--- config.mk ---
export PLATFORM = sky130hd
export DESIGN_NAME = ccppwm_top
export DESIGN_NICKNAME = d
export VERILOG_FILES = /design/src/hw/ccppwm_pkg.sv /design/src/hw/ccppwm_cmp.sv /design/src/hw/ccppwm_prescale.sv /design/src/hw/ccppwm_top.sv
export SDC_FILE = /design/constraint.sdc
export NUM_CORES = 1
export LEC_CHECK = 0
export ABC_AREA = 1
export BUFFER_PORTS_ARGS = -buffer_cell sky130_fd_sc_hd__buf_2
export CAP_MARGIN = 20
export CORE_UTILIZATION = 54
export DETAILED_ROUTE_END_ITERATION = 6
export GPL_TIMING_DRIVEN = 0
export MAX_ROUTING_LAYER = met4
export PLACE_DENSITY = 0.78
export SLEW_MARGIN = 10
export SYNTH_ARGS = -nofsm -noshare
export SYNTH_HDL_FRONTEND = slang
export SYNTH_SLANG_ARGS = --single-unit
export TNS_END_PERCENT = 20
--- constraint.sdc ---
create_clock -name i_core_clk -period 4.6 [get_ports i_core_clk]
set_input_delay 0.69 -clock i_core_clk [delete_from_list [all_inputs] [get_ports i_core_clk]]
set_output_delay 0.69 -clock i_core_clk [all_outputs]
set_load 0.005 [all_outputs]
--- src/hw/ccppwm_pkg.sv ---
package ccppwm_pkg;

  // ----------------------------------------------------------------
  // Widths
  // ----------------------------------------------------------------
  localparam int unsigned BYTE_W   = 8;
  localparam int unsigned DUTY_W   = 10;
  localparam int unsigned ADDR_W   = 3;
  localparam int unsigned DATA_W   = 32;
  localparam int unsigned DIV_W    = 6;
  localparam int unsigned POST_W   = 4;

  // ----------------------------------------------------------------
  // Register word indices on the Avalon slave
  // ----------------------------------------------------------------
  localparam logic [ADDR_W-1:0] IDX_UNIT_CONTROL   = 3'h0;
  localparam logic [ADDR_W-1:0] IDX_DUTY_LOW_BYTE  = 3'h1;
  localparam logic [ADDR_W-1:0] IDX_DUTY_HIGH_BYTE = 3'h2;
  localparam logic [ADDR_W-1:0] IDX_PERIOD_LIMIT   = 3'h3;
  localparam logic [ADDR_W-1:0] IDX_TIMEBASE_CTRL  = 3'h4;
  localparam logic [ADDR_W-1:0] IDX_TIMEBASE_COUNT = 3'h5;
  localparam logic [ADDR_W-1:0] IDX_PERIPH_FLAG    = 3'h6;
  localparam logic [ADDR_W-1:0] IDX_PIN_DIRECTION  = 3'h7;

  // ----------------------------------------------------------------
  // Field positions
  // ----------------------------------------------------------------
  localparam int unsigned UC_MODE_LSB   = 0;
  localparam int unsigned UC_MODE_W     = 4;
  localparam int unsigned UC_DLB_LSB    = 4;
  localparam int unsigned UC_W          = 6;
  localparam int unsigned TC_PRESC_LSB  = 0;
  localparam int unsigned TC_RUN_BIT    = 2;
  localparam int unsigned TC_POST_LSB   = 3;
  localparam int unsigned TC_W          = 7;
  localparam int unsigned PF_MATCH_BIT  = 1;
  localparam int unsigned PD_PIN_BIT    = 0;

  // ----------------------------------------------------------------
  // Reset values and codes
  // ----------------------------------------------------------------
  localparam logic [UC_W-1:0]   UC_RESET      = 6'h00;
  localparam logic [TC_W-1:0]   TC_RESET      = 7'h00;
  localparam logic [BYTE_W-1:0] PERIOD_RESET  = 8'hff;
  localparam logic [BYTE_W-1:0] COUNT_RESET   = 8'h00;
  localparam logic [BYTE_W-1:0] DUTY_RESET    = 8'h00;
  localparam logic              PIN_DIR_RESET = 1'b1;
  localparam logic [1:0]        MODE_PWM_HI   = 2'h3;
  localparam logic [1:0]        PRESC_DIV1    = 2'h0;
  localparam logic [1:0]        PRESC_DIV4    = 2'h1;
  localparam logic [DIV_W-1:0]  DIV_LIMIT_1   = 6'h03;
  localparam logic [DIV_W-1:0]  DIV_LIMIT_4   = 6'h0f;
  localparam logic [DIV_W-1:0]  DIV_LIMIT_16  = 6'h3f;

endpackage

--- src/hw/ccppwm_cmp.sv ---
`timescale 1ns/10ps
module ccppwm_cmp
  import ccppwm_pkg::*;
(
  input  wire logic [BYTE_W-1:0] i_count,
  input  wire logic [1:0]        i_fine,
  input  wire logic [DUTY_W-1:0] i_duty,
  input  wire logic [BYTE_W-1:0] i_period,
  output logic                   o_fall_hit,
  output logic                   o_period_hit,
  output logic                   o_exceed
);

  // ----------------------------------------------------------------
  // Ten-bit timebase against latched duty; 4*(period+1) steps
  // ----------------------------------------------------------------
  assign o_fall_hit   = ({i_count, i_fine} == i_duty);
  assign o_period_hit = (i_count == i_period);
  // Duty past the last step of the period never hits the fall compare
  assign o_exceed     = (i_duty[DUTY_W-1:2] > i_period);

endmodule

--- src/hw/ccppwm_prescale.sv ---
`timescale 1ns/10ps
module ccppwm_prescale
  import ccppwm_pkg::*;
(
  input  wire logic             i_core_clk,
  input  wire logic             i_sys_rst,
  input  wire logic             i_run,
  input  wire logic             i_clear,
  input  wire logic [1:0]       i_sel,
  output logic                  o_tick,
  output logic [1:0]            o_fine
);

  logic [DIV_W-1:0] div_reg;
  logic [DIV_W-1:0] limit;

  // ----------------------------------------------------------------
  // Ratio select: instruction clock times 1, 4 or 16
  // ----------------------------------------------------------------
  always_comb
  begin
    case (i_sel)
      PRESC_DIV1: limit = DIV_LIMIT_1;
      PRESC_DIV4: limit = DIV_LIMIT_4;
      default:    limit = DIV_LIMIT_16;
    endcase
  end

  // Increment enable comes straight off the core clock count
  assign o_tick = i_run && (div_reg == limit);

  // Top two bits of the position within one count step
  always_comb
  begin
    case (i_sel)
      PRESC_DIV1: o_fine = div_reg[1:0];
      PRESC_DIV4: o_fine = div_reg[3:2];
      default:    o_fine = div_reg[5:4];
    endcase
  end

  // ----------------------------------------------------------------
  // Divider counter
  // ----------------------------------------------------------------
  always_ff @(posedge i_core_clk)
  begin
    if (i_sys_rst || i_clear)
      div_reg <= '0;
    else if (o_tick)
      div_reg <= '0;
    else if (i_run)
      div_reg <= div_reg + 6'h01;
  end

endmodule

--- src/hw/ccppwm_top.sv ---
`timescale 1ns/10ps
// Operation
// - Duty resolution peaks at ten bits, only with period limit at 255.
// - Duty steps equal four times (period limit plus one).
// - Duty beyond the period leaves the output pin at its present level.
// - In sleep the timebase stops and only the bus handshake and read data change.
// - In sleep a driven pin keeps its level.
// - After sleep the timebase continues from its held count.
// - Output period is derived from the core clock.
// - Any reset makes the pin an input and restores all register resets.
// - Prescaler offers divide by 1, 4 and 16.
module ccppwm_top
  import ccppwm_pkg::*;
(
  input  wire logic              i_core_clk,
  input  wire logic              i_sys_rst,
  input  wire logic              i_sleep,
  input  wire logic [ADDR_W-1:0] i_avs_address,
  input  wire logic              i_avs_read,
  input  wire logic              i_avs_write,
  input  wire logic [DATA_W-1:0] i_avs_writedata,
  output logic [DATA_W-1:0]      o_avs_readdata,
  output logic                   o_avs_waitrequest,
  output logic                   o_pwm_pin_out,
  output logic                   o_pwm_pin_oe_n
);

  // ----------------------------------------------------------------
  // State
  // ----------------------------------------------------------------
  logic [UC_W-1:0]   unit_control_reg;
  logic [BYTE_W-1:0] duty_low_byte_reg;
  logic [DUTY_W-1:0] duty_shadow_reg;
  logic [BYTE_W-1:0] period_limit_reg;
  logic [TC_W-1:0]   timebase_control_reg;
  logic [BYTE_W-1:0] timebase_count_reg;
  logic [POST_W-1:0] post_count_reg;
  logic              match_flag_reg;
  logic              pin_dir_reg;
  logic              pin_out_reg;
  logic              rise_pend_reg;
  logic              wait_reg;
  logic [DATA_W-1:0] rdata_reg;

  // ----------------------------------------------------------------
  // Decoded controls
  // ----------------------------------------------------------------
  logic              bus_req;
  logic              wr_go;
  logic              wr_control;
  logic              wr_duty_low;
  logic              wr_period;
  logic              wr_tctrl;
  logic              wr_count;
  logic              wr_flag;
  logic              wr_pindir;
  logic              awake;
  logic              pwm_mode;
  logic              run;
  logic              tick;
  logic [1:0]        fine;
  logic [DUTY_W-1:0] duty_full;
  logic              fall_hit;
  logic              period_hit;
  logic              exceed;
  logic              rollover;
  logic              post_done;
  logic [DATA_W-1:0] rdata_next;

  assign bus_req   = i_avs_read || i_avs_write;
  // Write lands on the edge where waitrequest is seen low
  assign wr_go     = i_avs_write && !wait_reg && awake;
  assign awake     = !i_sleep;
  assign pwm_mode  = (unit_control_reg[UC_MODE_LSB+2 +: 2] == MODE_PWM_HI);
  assign run       = timebase_control_reg[TC_RUN_BIT] && awake;
  // Duty assembled from the byte plus two control bits
  assign duty_full = {duty_low_byte_reg, unit_control_reg[UC_DLB_LSB +: 2]};
  assign rollover  = tick && period_hit && !wr_count;
  assign post_done = (post_count_reg == timebase_control_reg[TC_POST_LSB +: POST_W]);

  // Per-register write strobes
  assign wr_control  = wr_go && (i_avs_address == IDX_UNIT_CONTROL);
  assign wr_duty_low = wr_go && (i_avs_address == IDX_DUTY_LOW_BYTE);
  assign wr_period   = wr_go && (i_avs_address == IDX_PERIOD_LIMIT);
  assign wr_tctrl    = wr_go && (i_avs_address == IDX_TIMEBASE_CTRL);
  assign wr_count    = wr_go && (i_avs_address == IDX_TIMEBASE_COUNT);
  assign wr_flag     = wr_go && (i_avs_address == IDX_PERIPH_FLAG);
  assign wr_pindir   = wr_go && (i_avs_address == IDX_PIN_DIRECTION);

  // ----------------------------------------------------------------
  // Prescaler and compare
  // ----------------------------------------------------------------
  // Writing count or control restarts the divider so a step is whole
  ccppwm_prescale u_prescale (
    .i_core_clk (i_core_clk),
    .i_sys_rst  (i_sys_rst),
    .i_run      (run),
    .i_clear    (wr_count || wr_tctrl),
    .i_sel      (timebase_control_reg[TC_PRESC_LSB +: 2]),
    .o_tick     (tick),
    .o_fine     (fine)
  );

  ccppwm_cmp u_cmp (
    .i_count      (timebase_count_reg),
    .i_fine       (fine),
    .i_duty       (duty_shadow_reg),
    .i_period     (period_limit_reg),
    .o_fall_hit   (fall_hit),
    .o_period_hit (period_hit),
    .o_exceed     (exceed)
  );

  // ----------------------------------------------------------------
  // Avalon handshake: one wait cycle, then a single low cycle
  // ----------------------------------------------------------------
  always_ff @(posedge i_core_clk)
  begin
    if (i_sys_rst)
      wait_reg <= 1'b1;
    else
      wait_reg <= !(bus_req && wait_reg);
  end

  // Read mux; unmapped bits and words read as zero
  always_comb
  begin
    rdata_next = '0;
    case (i_avs_address)
      IDX_UNIT_CONTROL:   rdata_next[UC_W-1:0]   = unit_control_reg;
      IDX_DUTY_LOW_BYTE:  rdata_next[BYTE_W-1:0] = duty_low_byte_reg;
      IDX_DUTY_HIGH_BYTE: rdata_next[BYTE_W-1:0] = duty_shadow_reg[DUTY_W-1:2];
      IDX_PERIOD_LIMIT:   rdata_next[BYTE_W-1:0] = period_limit_reg;
      IDX_TIMEBASE_CTRL:  rdata_next[TC_W-1:0]   = timebase_control_reg;
      IDX_TIMEBASE_COUNT: rdata_next[BYTE_W-1:0] = timebase_count_reg;
      IDX_PERIPH_FLAG:    rdata_next[PF_MATCH_BIT] = match_flag_reg;
      IDX_PIN_DIRECTION:  rdata_next[PD_PIN_BIT] = pin_dir_reg;
      default:            rdata_next = '0;
    endcase
  end

  // Read data captured with the drop of waitrequest
  always_ff @(posedge i_core_clk)
  begin
    if (i_sys_rst)
      rdata_reg <= '0;
    else if (i_avs_read && wait_reg)
      rdata_reg <= rdata_next;
  end

  // ----------------------------------------------------------------
  // Software registers, all restored by reset
  // ----------------------------------------------------------------
  always_ff @(posedge i_core_clk)
  begin
    if (i_sys_rst)
    begin
      unit_control_reg     <= UC_RESET;
      duty_low_byte_reg    <= DUTY_RESET;
      period_limit_reg     <= PERIOD_RESET;
      timebase_control_reg <= TC_RESET;
    end
    else
    begin
      if (wr_control)
        unit_control_reg <= i_avs_writedata[UC_W-1:0];
      if (wr_duty_low)
        duty_low_byte_reg <= i_avs_writedata[BYTE_W-1:0];
      if (wr_period)
        period_limit_reg <= i_avs_writedata[BYTE_W-1:0];
      if (wr_tctrl)
        timebase_control_reg <= i_avs_writedata[TC_W-1:0];
    end
  end

  // Pin starts as input; software enables the driver late
  always_ff @(posedge i_core_clk)
  begin
    if (i_sys_rst)
      pin_dir_reg <= PIN_DIR_RESET;
    else if (wr_pindir)
      pin_dir_reg <= i_avs_writedata[PD_PIN_BIT];
  end

  // ----------------------------------------------------------------
  // Timebase count; frozen in sleep, no reload on wake
  // ----------------------------------------------------------------
  always_ff @(posedge i_core_clk)
  begin
    if (i_sys_rst)
      timebase_count_reg <= COUNT_RESET;
    else if (wr_count)
      timebase_count_reg <= i_avs_writedata[BYTE_W-1:0];
    else if (rollover)
      timebase_count_reg <= COUNT_RESET;
    else if (tick)
      timebase_count_reg <= timebase_count_reg + 8'h01;
  end

  // Shadow loads only at a period boundary, so a duty write never glitches
  always_ff @(posedge i_core_clk)
  begin
    if (i_sys_rst)
      duty_shadow_reg <= '0;
    else if (rollover)
      duty_shadow_reg <= duty_full;
  end

  // ----------------------------------------------------------------
  // Match postscaler and sticky match flag
  // ----------------------------------------------------------------
  always_ff @(posedge i_core_clk)
  begin
    if (i_sys_rst || wr_tctrl)
      post_count_reg <= '0;
    else if (rollover)
      post_count_reg <= post_done ? '0 : post_count_reg + 4'h1;
  end

  // Hardware set wins over a same-cycle software clear
  always_ff @(posedge i_core_clk)
  begin
    if (i_sys_rst)
      match_flag_reg <= 1'b0;
    else if (rollover && post_done)
      match_flag_reg <= 1'b1;
    else if (wr_flag)
      match_flag_reg <= i_avs_writedata[PF_MATCH_BIT];
  end

  // Rise lags the period match by one cycle, so the pulse spans exactly duty steps
  always_ff @(posedge i_core_clk)
  begin
    if (i_sys_rst)
      rise_pend_reg <= 1'b0;
    else if (awake)
      rise_pend_reg <= rollover;
  end

  // ----------------------------------------------------------------
  // Pulse output; resolution set by 4*(period+1) fine steps
  // ----------------------------------------------------------------
  always_ff @(posedge i_core_clk)
  begin
    if (i_sys_rst)
      pin_out_reg <= 1'b0;
    else if (!pwm_mode)
      pin_out_reg <= 1'b0;
    else if (!awake)
      pin_out_reg <= pin_out_reg;
    else if (rise_pend_reg)
    begin
      // Shadow already holds the new duty here
      if (duty_shadow_reg == '0)
        pin_out_reg <= 1'b0;
      else if (!exceed)
        pin_out_reg <= 1'b1;
    end
    else if (run && fall_hit && !exceed)
      pin_out_reg <= 1'b0;
  end

  assign o_avs_readdata    = rdata_reg;
  assign o_avs_waitrequest = wait_reg;
  assign o_pwm_pin_out     = pin_out_reg;
  assign o_pwm_pin_oe_n    = pin_dir_reg;
endmodule

Word-level counts from Yosys, hierarchy flattened
Cells that the tools add are included.

Multiplexer cells: 17. Equal/unequal tests: 14. Reduce and logical (&&, ||, !) cells: 36. Bitwise gates (word level): 2. $lt $le $gt $ge: 1. $mul: 0. Add/subtract/negate cells: 3. Divide/modulo/power cells: 0. Shift-type cells: 0.

Operators with widths (count): 2-to-1 mux 8 bit (3); case mux 4 bit (6 select lines) (1); logical AND 1 bit (18); case mux 1 bit (7 select lines) (2); equality test 3 bit (second input constant) (4); case mux 6 bit (2 select lines) (1); equality test 10 bit (1); zero test 10 bit (1); adder 8 x 1 -> 8 bit (second input constant) (1); equality test 8 bit (1); > comparator 8 bit (1); adder 6 x 1 -> 6 bit (second input constant) (1); equality test 3 x 2 -> 1 bit (second input constant) (2); equality test 6 bit (1); 2-to-1 mux 1 bit (6); zero test 1 bit (5); case mux 1 bit (5 select lines) (1); adder 4 x 1 -> 4 bit (second input constant) (1); equality test 4 bit (1); logical OR 1 bit (4); 2-to-1 mux 4 bit (1); case mux 1 bit (4 select lines) (1); case mux 2 bit (2 select lines) (1); nonzero test 2 bit (2); 10 further kinds (12).

ROM bits: 0. Bits in latches: 0. Register bits: 70. Memories: 0. RAM bits: 0.

Depth between registers and ports, before layout
Gate-level depths: netlist of run 1.

Depth after elaboration: 8. Depth in mapped cells: 16. Mapped depth without buffers: 16.

By module
A second synthesis of run 1 with hierarchy kept.

Cells, all modules: 642. Area total of the unflattened synthesis: 4289.1 um2.

By module, submodules not included: ccppwm_top (area an instance 3464.6 um2, cells each 505, sequential area each 1281.2 um2, instances 1); ccppwm_cmp (area an instance 461.7 um2, cells each 80, sequential area each 0.0 um2, instances 1); ccppwm_prescale (area an instance 362.8 um2, cells each 57, sequential area each 120.1 um2, instances 1).

Least setup slack after synthesis of run 1
No wires, ideal clock.

Path type: input to register. Start point: input i_avs_address[0]. End point: register post_count_reg[1]. Required time: 4.485 ns. Cell stages on the path: 9. Path slack: 2.706 ns. Buffers on the path: 2. Data arrival time: 1.780 ns. Path through: buf_2 nand3_1 nor2_4 inv_2 nand3_2 buf_6 nand2_1 o21ai_1 nor2_1.

Longest elaborated chain between the ends: 4. Elaborated cells on any way between the ends: 7. Classes of those cells: eq/ne (2); reduce/logical (5).

Ends and longest elaborated chain: from (decl) (line ccppwm_top.sv:18) `input wire logic [ADDR_W-1:0] i_avs_address,`; equality test 3 bit (line ccppwm_top.sv:86) `assign wr_count = wr_go && (i_avs_address == IDX_TIMEBASE_COUNT);`; logical AND 1 bit (line ccppwm_top.sv:86); zero test 1 bit (line ccppwm_top.sv:78) `assign rollover = tick && period_hit && !wr_count;`; logical AND 1 bit (line ccppwm_top.sv:78); to (signal assigned) (line ccppwm_top.sv:217) `post_count_reg <= post_done ? '0 : post_count_reg + 4'h1;`; to (decl) (line ccppwm_top.sv:37) `logic [POST_W-1:0] post_count_reg;`.

Several ways; a longest one is shown, not always the timed one. A chain may end at the register's enable or synchronous reset.

Worst setup path after layout of run 1
Start point: input i_avs_address[1]. End point: register duty_shadow_reg[4].

Longest elaborated chain between the ends: 4.

Ends and longest elaborated chain: equality test 3 bit (line ccppwm_top.sv:86); logical AND 1 bit (line ccppwm_top.sv:86); zero test 1 bit (line ccppwm_top.sv:78); logical AND 1 bit (line ccppwm_top.sv:78); to (signal assigned) (line ccppwm_top.sv:206) `duty_shadow_reg <= duty_full;`; to (decl) (line ccppwm_top.sv:33) `logic [DUTY_W-1:0] duty_shadow_reg;`.

Every way passes these cells.

==> results of run 1 <==
## layer usage
metal | track usage (%) | part of all wire [%]
met1 | 40.0 | 43
met2 | 47.3 | 42
met3 | 7.49 | 9.6
met4 | 18.2 | 5.2
met5 | - | 0
## metrics by stage
step	power (W)	area [sq um]	hold slack (ps)	cells	setup slack [ps]
floorplan	0.000687	4020	436	562	2710
global placement	0.000717	4260	447	682	2220
detailed placement	0.000718	4260	455	682	2200
CTS	0.00126	4470	466	698	2570
global route	0.00130	4470	483	698	2410
finish	0.00126	4470	462	698	2530
## worst reg2reg max path: cells and delay by family (launching register included)
kind	cells	cell delay [ps]
buffers and inverters	2	250
AND/OR/NAND/NOR	7	1280
flip-flops	1	340
## Yosys cell counts (7+ instances only)
cell      number  area share (%)
o21ai_0       36             4.6
a21oi_1       39             5.0
o211ai_1       9             1.7
nand4_1        9             1.4
dfxtp_1       70              36
nor2_1        50             4.8
xnor2_1        9             2.0
ha_1          12             3.8
o22ai_1        9             1.4
inv_1         59             5.6
xor2_1        10             2.2
nand2_1      112              11
nand3_1       21             2.7
a211oi_2       9             2.9
clkbuf_1       7            0.67
buf_4         25             4.8
## cell families after synthesis
group / after synthesis / synth area share (%)
buffers and inverters: 102 / 12.6
AND/OR/NAND/NOR: 207 / 23.1
AO/OA/AOI/OAI: 127 / 20.2
adder cells (fa/ha/maj): 12 / 3.82
XOR/XNOR: 19 / 4.23
other: 1 / 0.0954
flip-flops: 70 / 35.6
multiplexers: 1 / 0.255
## worst max-delay path by stage
stage,start,to,slack [ps],cells past startpoint
2_1_floorplan,i_avs_address[0],post_count_reg[1]$_SDFFE_PP0P_,2710,9
3_5_place_dp,i_avs_address[1],duty_shadow_reg[4]$_SDFFE_PP0P_,2200,9
6_report,i_avs_address[1],duty_shadow_reg[4]$_SDFFE_PP0P_,2530,9
5_1_grt,i_avs_address[0],timebase_control_reg[6]$_SDFFE_PP0P_,2410,9
3_3_place_gp,i_avs_address[1],duty_shadow_reg[4]$_SDFFE_PP0P_,2220,9
4_1_cts,i_avs_address[1],duty_shadow_reg[4]$_SDFFE_PP0P_,2570,9
## power by group through the flow
stage                     sequential [W]  combinational (W)  clock, W
after floorplan                 0.000630          0.0000573         0
after global placement          0.000630          0.0000875         0
after detailed placement        0.000630          0.0000885         0
after CTS                       0.000616          0.0000889  0.000555
after global routing            0.000616           0.000101  0.000580
final                           0.000616          0.0000912  0.000551
## area by class of cell
cell class / instances / share of cell area [%]
sequential: 70 / 31.3
clock buffer: 10 / 2.85
inverter: 64 / 5.37
clock inverter: 6 / 1.93
tap: 96 / 2.69
multi-input combinational: 390 / 47.4
buffer: 38 / 5.74
timing repair buffer: 24 / 2.69
==> flow_metrics.py, run 1 <==
metrics = {
    "outcome": {
        "outcome": "finished clean",
    },
    "setup_path": {
        "critPathCaptureType": "flop",
        "crit_path_start_kind": "input pin",
        "slowest_delay_ps": 350,
        "critPathTopFamily": "simple AND/OR/NAND/NOR gates",
        "reg2reg_to": "post_count_reg[2]$_SDFFE_PP0P_",
        "worstRegToRegCells": 9,
        "r2r-start": "timebase_control_reg[2]$_SDFFE_PP0P_",
        "cp_max_fo": 10,
        "arrival_ps": 2340,
        "required_ps": 4870,
        "crit_buf_inv": 4,
        "crit_type": "input pin to flop",
        "path_cells": "buf_2 -> inv_1 -> nand3_1 -> nor2_4 -> inv_2 -> nand3_2 -> buf_6 -> nor2_1 -> a211oi_2",
        "slowest_stage": "nand3_1",
        "r2r_setup_slack_ps": 2630,
    },
    "cells_and_area": {
        "antenna_cells": 0,
        "utilization_pct": 64.7,
        "multiInputGateArea_sq_mm": 0.00212,
        "seqCellArea_sq_mm": 0.00140,
        "fillCellCount": 637,
        "final_cell_mix": "nand2_1 (112), dfxtp_1 (70), inv_1 (59)",
        "nNetsFinal": 649,
        "largest_register_ffs": 10,
        "final_common_cell": "nand2_1",
        "syn_to_final_growth_pct": 13.7,
        "layout-drive-gt1-share_pct": 15.8,
    },
    "timing": {
        "finalHoldViolations": 0,
        "finalMaxSlewViolations": 0,
        "worst_slew_pin_slew_ps": 728,
        "setup_viol": 0,
        "period_needed_ps": 2070,
        "period_share_pct": 45.0,
        "tns_ps": 0,
        "fin_skew_ps": 6.56,
        "maxClockFrequency_mhz": 483,
        "maxSlewHeadroom_pct": 51.5,
        "rsz0062_at_grt": "false",
    },
    "clock_network": {
        "htreeDepth": 3,
        "postCtsSetupBuffers": 0,
        "clock-sinks": 70,
        "cts_resized": 0,
        "clk_latency_ps": 360,
        "cts_max_path_buffers": 2,
        "cts_buffers": 9,
        "cts-root-buf": "clkbuf_8",
        "path_clk_slew_ps": 70,
        "cts_tree": "built",
        "cts_hold_buf": 0,
    },
    "floorplanning": {
        "fp.coreArea_sq_mm": 0.00691,
        "die_w_microns": 87.3,
        "rows": 30,
        "die-area_sq_mm": 0.00763,
        "initial_core_util_pct": 56.9,
        "die_h_microns": 87.3,
        "io_pins": 75,
    },
    "grt": {
        "grtUsageTotal_pct": 32.0,
        "antenna_found_initial": 0,
        "grt_pass1_wl_mm": 17.5,
        "overflow": 0,
        "grt_max_degree": 13,
        "first_global_vias": 3469,
    },
    "pwr": {
        "leakage_nw": 2.04,
        "internal-power_w": 0.000949,
        "switching_power_w": 0.000310,
        "p_per_area_mw_per_mm2": 281,
        "clockPowerShare_pct": 43.8,
        "swShare_pct": 24.6,
        "seq_power_share_pct": 48.9,
        "power.share.combinational_pct": 7.3,
        "ir_worst_vdd_uv": 213,
    },
    "detailed_routing": {
        "wl_per_cell_microns": 15.8,
        "vias_per_cell": 5.57,
        "drt_first_pass_iters": 5,
        "antenna_left": 0,
        "drt-total-wl_mm": 11.0,
        "post-route-drc-count": 0,
        "via_count": 3887,
        "first_iter_violations": 319,
    },
    "min_path": {
        "hp-start": "o_avs_readdata[2]$_SDFFE_PP0P_",
        "hold_end": "o_avs_readdata[2]$_SDFFE_PP0P_",
        "hold_class": "flop to flop",
        "holdPathStages": 2,
    },
    "synth": {
        "syn-mean-instance-area_sq_um": 7.29,
        "synth_cell_types": 38,
        "yosys_register_bits": 70,
        "synth_cells": 539,
        "ys_seq_area_share_pct": 35.6,
        "ys_warn_count": 0,
        "ys_async_sr_fraction_pct": 0,
        "synthFlopType": "dfxtp_1",
        "synthesis.area_sq_mm": 0.00393,
        "synth_edf_count": 0,
    },
    "flow_run": {
        "cap_violations": 0,
    },
    "place": {
        "portBuffers": 24,
        "hpwl_mm": 8.31,
        "place.gp.congestion": 1.01,
    },
}
(Power assumes the default switching activity.)
==> inputs of run 2 (changes only) <==
- clock period: 4.6 -> 2.1 ns (I/O delays scaled with it)
==> run 2 against run 1 <==
Against the previous run:
- clock skew increased by 0.70 ps
- wire length is essentially flat
- design area is the same
- sequential power is 120% higher
- worst setup slack worse by 2400 ps
- critical path type is now flop to flop
==> flow_metrics.py, run 2 (same netlist as run 1, synthesis figures left out) <==
metrics = {
    "outcome": {
        "outcome": "finished clean",
    },
    "timing": {
        "period_needed_ps": 1960,
        "fin_skew_ps": 7.26,
        "tns_ps": 0,
        "rsz0062_at_grt": "false",
        "finalHoldViolations": 0,
        "period_share_pct": 93.4,
        "finalMaxSlewViolations": 0,
        "setup_viol": 0,
        "maxClockFrequency_mhz": 510,
        "maxSlewHeadroom_pct": 51.3,
        "worst_slew_pin_slew_ps": 730,
    },
    "place": {
        "portBuffers": 24,
        "place.gp.congestion": 1.01,
        "hpwl_mm": 8.31,
    },
    "detailed_routing": {
        "wl_per_cell_microns": 15.8,
        "wl_met3_mm": 1.05,
        "post-route-drc-count": 0,
        "drt_first_pass_iters": 5,
        "wl_met2_mm": 4.64,
        "met1_length_mm": 4.75,
        "antenna_left": 0,
        "top_layer": "met4",
        "drt-total-wl_mm": 11.0,
        "first_iter_violations": 299,
        "via_count": 3893,
        "vias_per_cell": 5.58,
    },
    "setup_path": {
        "critPathCaptureType": "flop",
        "crit_start": "timebase_control_reg[1]$_SDFFE_PP0P_",
        "slowest_delay_ps": 500,
        "slowest_stage": "dfxtp_1",
        "cp.depth": 9,
        "arrival_ps": 2220,
        "cp_max_fo": 7,
        "crit_type": "flop to flop",
        "worstRegToRegCells": 9,
        "crit_path_start_kind": "flop",
        "r2r-start": "timebase_control_reg[1]$_SDFFE_PP0P_",
        "critPathTopFamily": "simple AND/OR/NAND/NOR gates",
        "path_cells": "nor2_1 -> o21ai_1 -> o21ai_1 -> nor3_4 -> nand3_2 -> inv_2 -> nand2_1 -> nand2_1 -> nor2_1",
        "required_ps": 2360,
        "crit_buf_inv": 1,
    },
    "grt": {
        "grtUsageTotal_pct": 32.0,
        "antenna_found_initial": 0,
        "overflow": 0,
        "grt_max_degree": 13,
        "first_global_vias": 3469,
        "grt_pass1_wl_mm": 17.5,
    },
    "clock_network": {
        "cts-root-buf": "clkbuf_8",
        "cts_tree": "built",
        "cts_hold_buf": 0,
        "htreeDepth": 3,
        "clock-sinks": 70,
        "cts_max_path_buffers": 2,
        "postCtsSetupBuffers": 0,
        "clk_latency_ps": 360,
        "cts_resized": 0,
        "cts_buffers": 9,
        "path_clk_slew_ps": 80,
    },
    "floorplanning": {
        "die_w_microns": 87.3,
        "die_h_microns": 87.3,
        "die-area_sq_mm": 0.00763,
        "io_pins": 75,
        "initial_core_util_pct": 56.9,
        "rows": 30,
        "fp.coreArea_sq_mm": 0.00691,
    },
    "min_path": {
        "hold_class": "input pin to flop",
        "holdPathStages": 2,
        "hp-start": "i_avs_read",
    },
    "pwr": {
        "finalPower_w": 0.00276,
        "ir_worst_vdd_uv": 468,
        "p_per_area_mw_per_mm2": 617,
        "leakage_nw": 2.04,
    },
    "cells_and_area": {
        "final_common_cell": "nand2_1",
        "syn_to_final_growth_pct": 13.7,
        "nNetsFinal": 649,
        "largest_register_ffs": 10,
        "layout-drive-gt1-share_pct": 15.8,
        "antenna_cells": 0,
        "final_cell_mix": "nand2_1 (112), dfxtp_1 (70), inv_1 (59)",
    },
    "flow_run": {
        "cap_violations": 0,
    },
}
## run 2: cell counts in the layout (fill, tap and decap cells not counted)
No cell type changed its count.
## run 2: final cells by class
class,count,area [sq um]
Buffer,38,256
Timing Repair Buffer,24,120
Clock buffer,10,128
Inverter,64,240
Tap cell,96,120
Multi-Input combinational cell,390,2120
Sequential cell,70,1400
Clock inverter,6,86.3
Fill cell,637,2430
## run 2: path summary, 6_finish.rpt
check,slack (ps),to
worst min register to register,460,o_avs_readdata[2]$_SDFFE_PP0P_
worst max-delay path,140,post_count_reg[2]$_SDFFE_PP0P_
worst max register to register,140,post_count_reg[2]$_SDFFE_PP0P_
worst min-delay path,180,o_avs_waitrequest$_SDFF_PP1_
## run 2: metrics by stage
stage	area (sq um)	cells	utilization [%]	worst slack, ps	hold WS [ps]
after floorplan	4020	562	-	553	431
after global placement	4260	682	61.6	98.6	447
after detailed placement	4260	682	61.6	75.5	455
after CTS	4470	698	64.7	156	173
after global routing	4470	698	64.7	21.0	178
final	4470	698	64.7	138	176
## run 2: worst reg2reg max path, cell delays in order (launching register included)
cell	delay, ps
dfxtp_1	500
nor2_1	130
o21ai_1	90
o21ai_1	120
nor3_4	350
nand3_2	210
inv_2	140
nand2_1	120
nand2_1	140
nor2_1	60
## run 2: layer usage
metal | vias to the layer above | track usage [%]
met5 | - | -
met4 | 0 | 18.2
met3 | 62 | 7.49
met2 | 218 | 47.3
met1 | 1743 | 40.0
li1 | 1870 | -
## run 2: power by group
group / switching [W] / leakage [nW] / internal (W) / total [W]
Combinational: 0.000128 / 1.37 / 0.0000717 / 0.000200
Clock: 0.000545 / 0.106 / 0.000667 / 0.00121
Sequential: 0.00000950 / 0.565 / 0.00134 / 0.00135
Total: 0.000683 / 2.04 / 0.00208 / 0.00276
